### config.mk
export PLATFORM = sky130hd
export DESIGN_NAME = dsfd_decoder
export DESIGN_NICKNAME = d
export VERILOG_FILES = /design/src/rtl/dsfd_pkg.sv /design/src/rtl/dsfd_sync.sv /design/src/rtl/dsfd_decoder.sv
export SDC_FILE = /design/constraint.sdc
export NUM_CORES = 1
export LEC_CHECK = 0
export BUFFER_PORTS_ARGS = -buffer_cell sky130_fd_sc_hd__buf_4
export CAP_MARGIN = 25
export CORE_MARGIN = 1.5
export CORE_UTILIZATION = 52
export DETAILED_ROUTE_END_ITERATION = 16
export PLACE_DENSITY = 0.84
export SLEW_MARGIN = 10
export SYNTH_ARGS = -nofsm -noshare
export SYNTH_HDL_FRONTEND = slang
export SYNTH_SLANG_ARGS = --single-unit
### constraint.sdc
create_clock -name i_sys_clk -period 1.7 [get_ports i_sys_clk]
set_input_delay 0.34 -clock i_sys_clk [delete_from_list [all_inputs] [get_ports i_sys_clk]]
set_output_delay 0.34 -clock i_sys_clk [all_outputs]
set_load 0.005 [all_outputs]
### src/rtl/dsfd_pkg.sv
// Package for the special-function decoder: codes, field positions, reset values, types
package dsfd_pkg;

  // ==========================================================================
  // Frame layout
  localparam logic [4:0] FRAME_BITS = 5'h18;
  localparam logic [4:0] CNT_MAX = 5'h1F;
  localparam logic [1:0] TARGET_SPECIAL = 2'h0;

  // ==========================================================================
  // Function codes
  localparam logic [5:0] FN_NOP = 6'h00;
  localparam logic [5:0] FN_CTRL = 6'h01;
  localparam logic [5:0] FN_OFS_FIRST = 6'h02;
  localparam logic [5:0] FN_OFS_SECOND = 6'h03;
  localparam logic [5:0] FN_RSV_LOW = 6'h04;
  localparam logic [5:0] FN_READBACK = 6'h05;
  localparam logic [5:0] FN_BANK_FIRST = 6'h06;
  localparam logic [5:0] FN_BANK_SECOND = 6'h07;
  localparam logic [5:0] FN_RSV_HIGH = 6'h08;

  // ==========================================================================
  // Control register bit positions and field widths
  localparam int CTRL_POWER_DOWN = 0;
  localparam int CTRL_THERMAL_EN = 1;
  localparam int CTRL_BANK_B = 2;
  localparam int CTRL_PKT_ERR = 3;
  localparam int CTRL_OVER_TEMP = 4;
  localparam int CTRL_WR_W = 3;
  localparam int OFS_W = 14;
  localparam int BANK_W = 8;

  // ==========================================================================
  // Readback address field and codes
  localparam int RB_ADDR_LSB = 7;
  localparam int RB_ADDR_W = 6;
  localparam logic [5:0] RB_CTRL = 6'h01;
  localparam logic [5:0] RB_OFS_FIRST = 6'h02;
  localparam logic [5:0] RB_OFS_SECOND = 6'h03;
  localparam logic [5:0] RB_BANK_FIRST = 6'h04;
  localparam logic [5:0] RB_BANK_SECOND = 6'h05;

  // ==========================================================================
  // Reset values
  localparam logic [2:0] CTRL_RST = 3'h0;
  localparam logic [13:0] OFS_RST = 14'h0000;
  localparam logic [7:0] BANK_RST = 8'h00;
  localparam logic [5:0] RB_ADDR_RST = 6'h00;
  // Pin order {over_temp, sdi, sync_n, sclk}; clock and sync idle high
  localparam logic [3:0] PIN_IDLE = 4'h3;

  // ==========================================================================
  // Types
  typedef struct packed {
    logic [1:0] target;
    logic [5:0] code;
    logic [15:0] payload;
  } dsfd_frame_t;

  typedef enum logic [0:0] {
    ST_IDLE = 1'b0,
    ST_RX = 1'b1
  } dsfd_state_t;

endpackage : dsfd_pkg

### src/rtl/dsfd_sync.sv
// Two-stage synchroniser with a delayed copy for edge finding
`timescale 1ns/1ns
`default_nettype none

module dsfd_sync (
  input wire logic i_sys_clk,
  input wire logic i_rst,
  input wire logic [3:0] i_async,
  output logic [3:0] o_level,
  output logic [3:0] o_level_prev
);

  logic [3:0] meta_q;
  logic [3:0] meta_d;
  logic [3:0] lvl_q;
  logic [3:0] lvl_d;
  logic [3:0] prev_q;
  logic [3:0] prev_d;

  always_comb begin
    meta_d = i_async;
    lvl_d = meta_q;
    prev_d = lvl_q;
  end

  always_ff @(posedge i_sys_clk) begin
    if (i_rst) begin
      meta_q <= dsfd_pkg::PIN_IDLE;
      lvl_q <= dsfd_pkg::PIN_IDLE;
      prev_q <= dsfd_pkg::PIN_IDLE;
    end else begin
      meta_q <= meta_d;
      lvl_q <= lvl_d;
      prev_q <= prev_d;
    end
  end

  assign o_level = lvl_q;
  assign o_level_prev = prev_q;

endmodule : dsfd_sync

`default_nettype wire

### src/rtl/dsfd_decoder.sv
// Serial special-function word decoder with control, offset, bank and readback registers
//
// How it works
// - Target bits 00 mean special function frame
// - Code 000001 writes three control bits
// - Bit 4 shows die over-temperature flag
// - Bit 3 shows pending packet check failure
// - Bit 2 selects input bank B
// - Bit 1 enables thermal shutdown
// - Bit 0 forces software power-down
// - Code 000010 loads first offset, 14 bits
// - Code 000011 loads second offset, 14 bits
// - Code 000101 records readback register address
// - Next frame shifts selected register out serially
// - Code 000110 loads first bank choice byte
// - Code 000111 loads second bank choice byte
// - Reading control clears error flag and output
`timescale 1ns/1ns
`default_nettype none

module dsfd_decoder (
  input wire logic i_sys_clk,
  input wire logic i_rst,
  input wire logic i_sclk,
  input wire logic i_sync_n,
  input wire logic i_sdi,
  input wire logic i_over_temp,
  input wire logic i_pkt_chk_fail,
  output logic o_sdo,
  output logic o_sdo_oe,
  output logic o_pkt_err_n,
  output logic o_input_bank_b,
  output logic o_thermal_en,
  output logic o_thermal_shutdown,
  output logic o_power_down,
  output logic [13:0] o_offset_dac_first,
  output logic [13:0] o_offset_dac_second,
  output logic [7:0] o_bank_choice_first,
  output logic [7:0] o_bank_choice_second
);

  // ==========================================================================
  // Pin synchronisers
  logic [3:0] lvl;
  logic [3:0] lvl_prev;

  dsfd_sync u_sync (
    .i_sys_clk(i_sys_clk),
    .i_rst(i_rst),
    .i_async({i_over_temp, i_sdi, i_sync_n, i_sclk}),
    .o_level(lvl),
    .o_level_prev(lvl_prev)
  );

  logic sclk_rise;
  logic sclk_fall;
  logic sync_rise;
  logic sync_fall;
  logic sdi_s;
  logic over_temp_s;

  assign sclk_rise = lvl[0] & ~lvl_prev[0];
  assign sclk_fall = ~lvl[0] & lvl_prev[0];
  assign sync_rise = lvl[1] & ~lvl_prev[1];
  assign sync_fall = ~lvl[1] & lvl_prev[1];
  assign sdi_s = lvl[2];
  assign over_temp_s = lvl[3];

  // ==========================================================================
  // State
  dsfd_pkg::dsfd_state_t st_q;
  dsfd_pkg::dsfd_state_t st_d;
  logic [4:0] cnt_q;
  logic [4:0] cnt_d;
  logic [23:0] sh_q;
  logic [23:0] sh_d;
  logic [23:0] tx_q;
  logic [23:0] tx_d;
  logic [2:0] ctrl_q;
  logic [2:0] ctrl_d;
  logic perr_q;
  logic perr_d;
  logic [13:0] ofs_a_q;
  logic [13:0] ofs_a_d;
  logic [13:0] ofs_b_q;
  logic [13:0] ofs_b_d;
  logic [7:0] bank0_q;
  logic [7:0] bank0_d;
  logic [7:0] bank1_q;
  logic [7:0] bank1_d;
  logic [5:0] rb_addr_q;
  logic [5:0] rb_addr_d;
  logic rb_armed_q;
  logic rb_armed_d;
  logic rb_busy_q;
  logic rb_busy_d;

  dsfd_pkg::dsfd_frame_t frame;
  logic frame_done;
  logic special;

  assign frame = dsfd_pkg::dsfd_frame_t'(sh_q);
  assign frame_done = (st_q == dsfd_pkg::ST_RX) && sync_rise &&
                      (cnt_q == dsfd_pkg::FRAME_BITS);
  assign special = frame_done && (frame.target == dsfd_pkg::TARGET_SPECIAL);

  // ==========================================================================
  // Readback source selection
  function automatic logic [23:0] rb_data(input logic [5:0] addr, input logic [2:0] ctrl,
                                          input logic err, input logic hot,
                                          input logic [13:0] o0, input logic [13:0] o1,
                                          input logic [7:0] b0, input logic [7:0] b1);
    logic [23:0] val;
    val = 24'h00_0000;
    case (addr)
      dsfd_pkg::RB_CTRL: val = {19'h0_0000, hot, err, ctrl};
      dsfd_pkg::RB_OFS_FIRST: val = {10'h000, o0};
      dsfd_pkg::RB_OFS_SECOND: val = {10'h000, o1};
      dsfd_pkg::RB_BANK_FIRST: val = {16'h0000, b0};
      dsfd_pkg::RB_BANK_SECOND: val = {16'h0000, b1};
      default: val = 24'h00_0000;
    endcase
    return val;
  endfunction : rb_data

  // ==========================================================================
  // Next-state logic
  always_comb begin
    st_d = st_q;
    cnt_d = cnt_q;
    sh_d = sh_q;
    tx_d = tx_q;
    ctrl_d = ctrl_q;
    perr_d = perr_q;
    ofs_a_d = ofs_a_q;
    ofs_b_d = ofs_b_q;
    bank0_d = bank0_q;
    bank1_d = bank1_q;
    rb_addr_d = rb_addr_q;
    rb_armed_d = rb_armed_q;
    rb_busy_d = rb_busy_q;
    case (st_q)
      dsfd_pkg::ST_IDLE: begin
        if (sync_fall) begin
          st_d = dsfd_pkg::ST_RX;
          cnt_d = 5'h00;
          if (rb_armed_q) begin
            rb_busy_d = 1'b1;
            tx_d = rb_data(rb_addr_q, ctrl_q, perr_q, over_temp_s, ofs_a_q, ofs_b_q,
                           bank0_q, bank1_q);
          end
        end
      end
      dsfd_pkg::ST_RX: begin
        if (sclk_fall) begin
          sh_d = {sh_q[22:0], sdi_s};
          if (cnt_q != dsfd_pkg::CNT_MAX) begin
            cnt_d = cnt_q + 5'h01;
          end
        end
        if (sclk_rise && rb_busy_q && (cnt_q != 5'h00)) begin
          tx_d = {tx_q[22:0], 1'b0};
        end
        if (sync_rise) begin
          st_d = dsfd_pkg::ST_IDLE;
          if (rb_busy_q) begin
            rb_busy_d = 1'b0;
            rb_armed_d = 1'b0;
            if ((rb_addr_q == dsfd_pkg::RB_CTRL) && (cnt_q == dsfd_pkg::FRAME_BITS)) begin
              perr_d = 1'b0;
            end
          end
          if (special) begin
            case (frame.code)
              dsfd_pkg::FN_CTRL: ctrl_d = frame.payload[dsfd_pkg::CTRL_WR_W-1:0];
              dsfd_pkg::FN_OFS_FIRST: ofs_a_d = frame.payload[dsfd_pkg::OFS_W-1:0];
              dsfd_pkg::FN_OFS_SECOND: ofs_b_d = frame.payload[dsfd_pkg::OFS_W-1:0];
              dsfd_pkg::FN_READBACK: begin
                rb_addr_d = frame.payload[dsfd_pkg::RB_ADDR_LSB +: dsfd_pkg::RB_ADDR_W];
                rb_armed_d = 1'b1;
              end
              dsfd_pkg::FN_BANK_FIRST: bank0_d = frame.payload[dsfd_pkg::BANK_W-1:0];
              dsfd_pkg::FN_BANK_SECOND: bank1_d = frame.payload[dsfd_pkg::BANK_W-1:0];
              default: ;
            endcase
          end
        end
      end
      default: st_d = dsfd_pkg::ST_IDLE;
    endcase
    // Set wins over the readback clear
    if (i_pkt_chk_fail) begin
      perr_d = 1'b1;
    end
  end

  always_ff @(posedge i_sys_clk) begin
    if (i_rst) begin
      st_q <= dsfd_pkg::ST_IDLE;
      cnt_q <= 5'h00;
      sh_q <= 24'h00_0000;
      tx_q <= 24'h00_0000;
      ctrl_q <= dsfd_pkg::CTRL_RST;
      perr_q <= 1'b0;
      ofs_a_q <= dsfd_pkg::OFS_RST;
      ofs_b_q <= dsfd_pkg::OFS_RST;
      bank0_q <= dsfd_pkg::BANK_RST;
      bank1_q <= dsfd_pkg::BANK_RST;
      rb_addr_q <= dsfd_pkg::RB_ADDR_RST;
      rb_armed_q <= 1'b0;
      rb_busy_q <= 1'b0;
    end else begin
      st_q <= st_d;
      cnt_q <= cnt_d;
      sh_q <= sh_d;
      tx_q <= tx_d;
      ctrl_q <= ctrl_d;
      perr_q <= perr_d;
      ofs_a_q <= ofs_a_d;
      ofs_b_q <= ofs_b_d;
      bank0_q <= bank0_d;
      bank1_q <= bank1_d;
      rb_addr_q <= rb_addr_d;
      rb_armed_q <= rb_armed_d;
      rb_busy_q <= rb_busy_d;
    end
  end

  // ==========================================================================
  // Outputs
  assign o_sdo = tx_q[23];
  assign o_sdo_oe = rb_armed_q;
  assign o_pkt_err_n = ~perr_q;
  assign o_input_bank_b = ctrl_q[dsfd_pkg::CTRL_BANK_B];
  assign o_thermal_en = ctrl_q[dsfd_pkg::CTRL_THERMAL_EN];
  assign o_thermal_shutdown = ctrl_q[dsfd_pkg::CTRL_THERMAL_EN] & over_temp_s;
  assign o_power_down = ctrl_q[dsfd_pkg::CTRL_POWER_DOWN];
  assign o_offset_dac_first = ofs_a_q;
  assign o_offset_dac_second = ofs_b_q;
  assign o_bank_choice_first = bank0_q;
  assign o_bank_choice_second = bank1_q;

  // ==========================================================================
  // Assertions
  logic ctrl_read_end;
  assign ctrl_read_end = frame_done && rb_busy_q && (rb_addr_q == dsfd_pkg::RB_CTRL);
endmodule : dsfd_decoder

`default_nettype wire

==> impl_metrics.csv <==
group,metric,value,unit
run_status,status,"finished with violations",
global_routing,grt-busiest-layer,"met2",
logic_synthesis,ys_seq_area_share,46.25,%
pwr,finalPower,6.424,mW
pwr,switching_share,20.79,%
pwr,p_per_area,921.3,mW/mm^2
clocking,clk_latency,0.54,ns
place,gp_congestion,0.8755,
sta,fin_skew,0.009135,ns
setup_path,cp.required,2.17,ns
global_routing,grt.met3_usage,8.949,%
finish,final_nets,709,
finish,design_area,0.006973,mm^2
die,rows,36,
logic_synthesis,async_flop_share,0,%
clocking,cts_buffer_depth,2,
sta,slew_headroom,57.57,%
route,remaining_drc_errors,0,
logic_synthesis,syn_nets,613,
logic_synthesis,synth_cells,603,
clocking,cts-root-buf,"clkbuf_8",
finish,final.fill_count,665,
logic_synthesis,synthFlopType,"dfxtp_1",
logic_synthesis,syn_area_per_cell,8.613,um^2
route,drtIter0Drc,480,
logic_synthesis,synth_edf_count,0,
finish,num_antenna_cells,0,
die,die_h,102.9,um
finish,drive_above_1_share,33.76,%
die,io_pins,58,
route,wl,15690,um
logic_synthesis,mappedNetlistArea,0.005194,mm^2
sta,setup_viol,37,
global_routing,antenna_found_initial,0,
place,portBuffers,57,
clocking,numCtsBuffers,17,
logic_synthesis,yosys_register_bits,120,
sta,worstMarginPinSlew,0.6358,ns
route,route.vias.total,5168,
sta,rsz0062_at_grt,"yes",
sta,holdWs,0.02688,ns
route,dr.pass1.iters,5,
run_status,violations,"negative setup slack",
pwr,pwr-share-seq,44.2,%
route,vias_per_cell,6.123,
sta,clock.fmax,0.5467,GHz
setup_path,regToRegSetupSlack,-0.13,ns
die,initial_core_util,53.38,%
sta,fin_crit_sh,107.6,%
pwr,ir_worst_vdd,0.5810,mV
die,core_area,0.009729,mm^2
clocking,tritoncts,"built",
global_routing,grt_pass1_wl,22970,um
die,die-width,102.9,um
clocking,clock-sinks,120,
pwr,p_int,5.089,mW
global_routing,grt_pass1_vias,4737,
global_routing,grt_usage,28.66,%
sta,drv_slew,0,
global_routing,overflow,0,
sta,hold_viol,0,
logic_synthesis,yosysWarnings,0,
setup_path,worstSetupEndpointType,"register",
pwr,clkPwrFrac,53.8,%
die,die_area,0.01060,mm^2
pwr,pwr-share-comb,1.9,%
worst_hold_path,min_path_type,"in -> reg",
finish,area_growth,34.26,%
setup_path,arrival,2.30,ns
setup_path,path_max_fanout,7,
place,placed_cells,794,
global_routing,grt_use_met2,44.84,%
place,dp_hpwl,9312,um
pwr,power.switching,1.335,mW
finish,final_cell_count_no_fill,844,
sta,finalCriticalPeriod,1.829,ns
sta,layout_setup_ws,-0.1293,ns
global_routing,use_met1,36.26,%
clocking,clkSlewWorstSetupHoldPaths,0.06,ns
flow_run,drv_cap,0,
setup_path,worstSetupStartpointType,"register",
route,wl_per_cell,18.59,um
logic_synthesis,synth.distinct_cells,57,
pwr,p_leak,2.493,nW
global_routing,grt_max_degree,49,
clocking,htreeDepth,4,
setup_path,path_class,"reg -> reg",
route,drtAntennaViolNets,0,
place,placedInstanceArea,0.006006,mm^2
## stage by stage
stage / util, % / TNS, ns / setup WS (ns)
2_1_floorplan: - / -1.017 / -0.1024
3_3_place_gp: 61.73 / -1.559 / -0.1229
3_5_place_dp: 61.73 / -3.739 / -0.2182
4_1_cts: 69.17 / -1.424 / -0.1059
5_1_grt: 71.67 / -4.426 / -0.1835
6_report: 71.67 / -2.326 / -0.1293
## cell usage in the layout (no fill, tap or decap), types with 2 or more instances in the layout
cell type / n
a211oi_1: 11
a21oi_1: 70
a21oi_2: 14
a221oi_1: 7
a22oi_2: 10
buf_12: 5
buf_4: 105
buf_6: 11
bufinv_16: 2
clkbuf_16: 16
clkbuf_8: 5
clkinv_2: 6
dfxtp_1: 112
dfxtp_2: 8
dlygate4sd3_1: 2
ha_4: 3
inv_1: 5
inv_2: 2
mux2_2: 5
mux2i_1: 20
nand2_1: 104
nand2_2: 12
nand3_1: 11
nand4_1: 13
nand4b_1: 11
nand4bb_1: 2
nor2_1: 33
nor2_2: 2
nor2b_1: 5
nor3_1: 12
nor3b_1: 8
nor4_4: 3
nor4b_4: 2
o21ai_0: 25
o21ai_1: 6
or2_2: 9
or4_4: 4
xor2_1: 2
## logic make-up after synthesis
group / share of synthesized area (%)
flip-flops: 46.25
AO/OA/AOI/OAI: 17.01
XOR/XNOR: 0.3373
adder cells (fa/ha/maj): 0.7228
multiplexers: 4.938
AND/OR/NAND/NOR: 25.87
buffers and inverters: 4.867
## power by group through the flow
stage | clock network [mW] | logic, mW | registers (mW)
finish | 3.46 | 0.125 | 2.84
global route | 3.62 | 0.133 | 2.84
CTS | 3.46 | 0.119 | 2.84
detailed placement | 0 | 0.112 | 2.90
global placement | 0 | 0.110 | 2.90
floorplan | 0 | 0.0722 | 2.89
## path summary, 6_finish.rpt
check,from,end,depth (start not counted)
min reg2reg,u_sync.lvl_d[1],u_sync.o_level[1],1
max reg2reg,frame[19],o_offset_dac_second[1],7
max,frame[19],o_offset_dac_second[1],7
min,i_over_temp,u_sync.lvl_d[3],2
## cell type report
cell class              instances  area, um^2  area share (%)
inverters                       7       26.28          0.3768
well taps                     133       166.4           2.387
flip-flops and latches        120        2412           34.60
repair buffers                124        1047           15.02
multi-input cells             429        2750           39.44
clock buffers                  22       473.0           6.783
clock inverters                 9       97.59           1.400
## sequential cells by signal, summed over array words and instances (netlist names), 2 cells and up
| name | count |
|---|---|
| tx_q | 24 |
| o_offset_dac_first | 14 |
| o_bank_choice_second | 8 |
| o_offset_dac_second | 14 |
| u_sync.lvl_d | 4 |
| cnt_q | 5 |
| u_sync.o_level_prev | 2 |
| frame | 24 |
| rb_addr_q | 6 |
| o_bank_choice_first | 8 |
| ctrl_q | 3 |
| u_sync.o_level | 4 |
## routing by layer
metal / wire [um] / share of wire, % / vias up
li1: - / - / 2320
met1: 6202 / 40 / 2447
met4: 591 / 3.8 / 0
met5: 0 / 0 / -
met2: 7487 / 48 / 330
met3: 1413 / 9.0 / 71
## synth_stat cells, types with 10 or more instances
cell / count / area (um^2)
a211oi_1: 12 / 90.09
a21oi_1: 74 / 370.4
a21oi_2: 10 / 87.58
a22oi_1: 10 / 75.07
clkbuf_1: 32 / 120.1
dfxtp_1: 120 / 2402
mux2i_1: 20 / 200.2
nand2_1: 107 / 401.6
nand2_2: 10 / 62.56
nand3_1: 11 / 55.05
nand4_1: 13 / 81.33
nand4b_1: 11 / 96.34
nor2_1: 35 / 131.4
nor3_1: 13 / 65.06
o21ai_0: 27 / 135.1
## critical path: stages, from the launching register on
cell and delay, ns:
dfxtp_2 0.32, or4_4 0.56, buf_6 0.15, nor4_4 0.22, buf_4 0.18, buf_8 0.13
nand2_1 0.06, a21oi_1 0.13
## timing repair
action / in CTS / in global routing
setup buffers: 7 / 9
resized for setup: 19 / 47
setup endpoints to repair: 67 / 83
hold endpoints to repair: 2 / 0
gates cloned: 0 / 2
hold buffers: 2 / 0
pin swaps: 9 / 30
No activity file was read; power rests on OpenSTA's default activity.
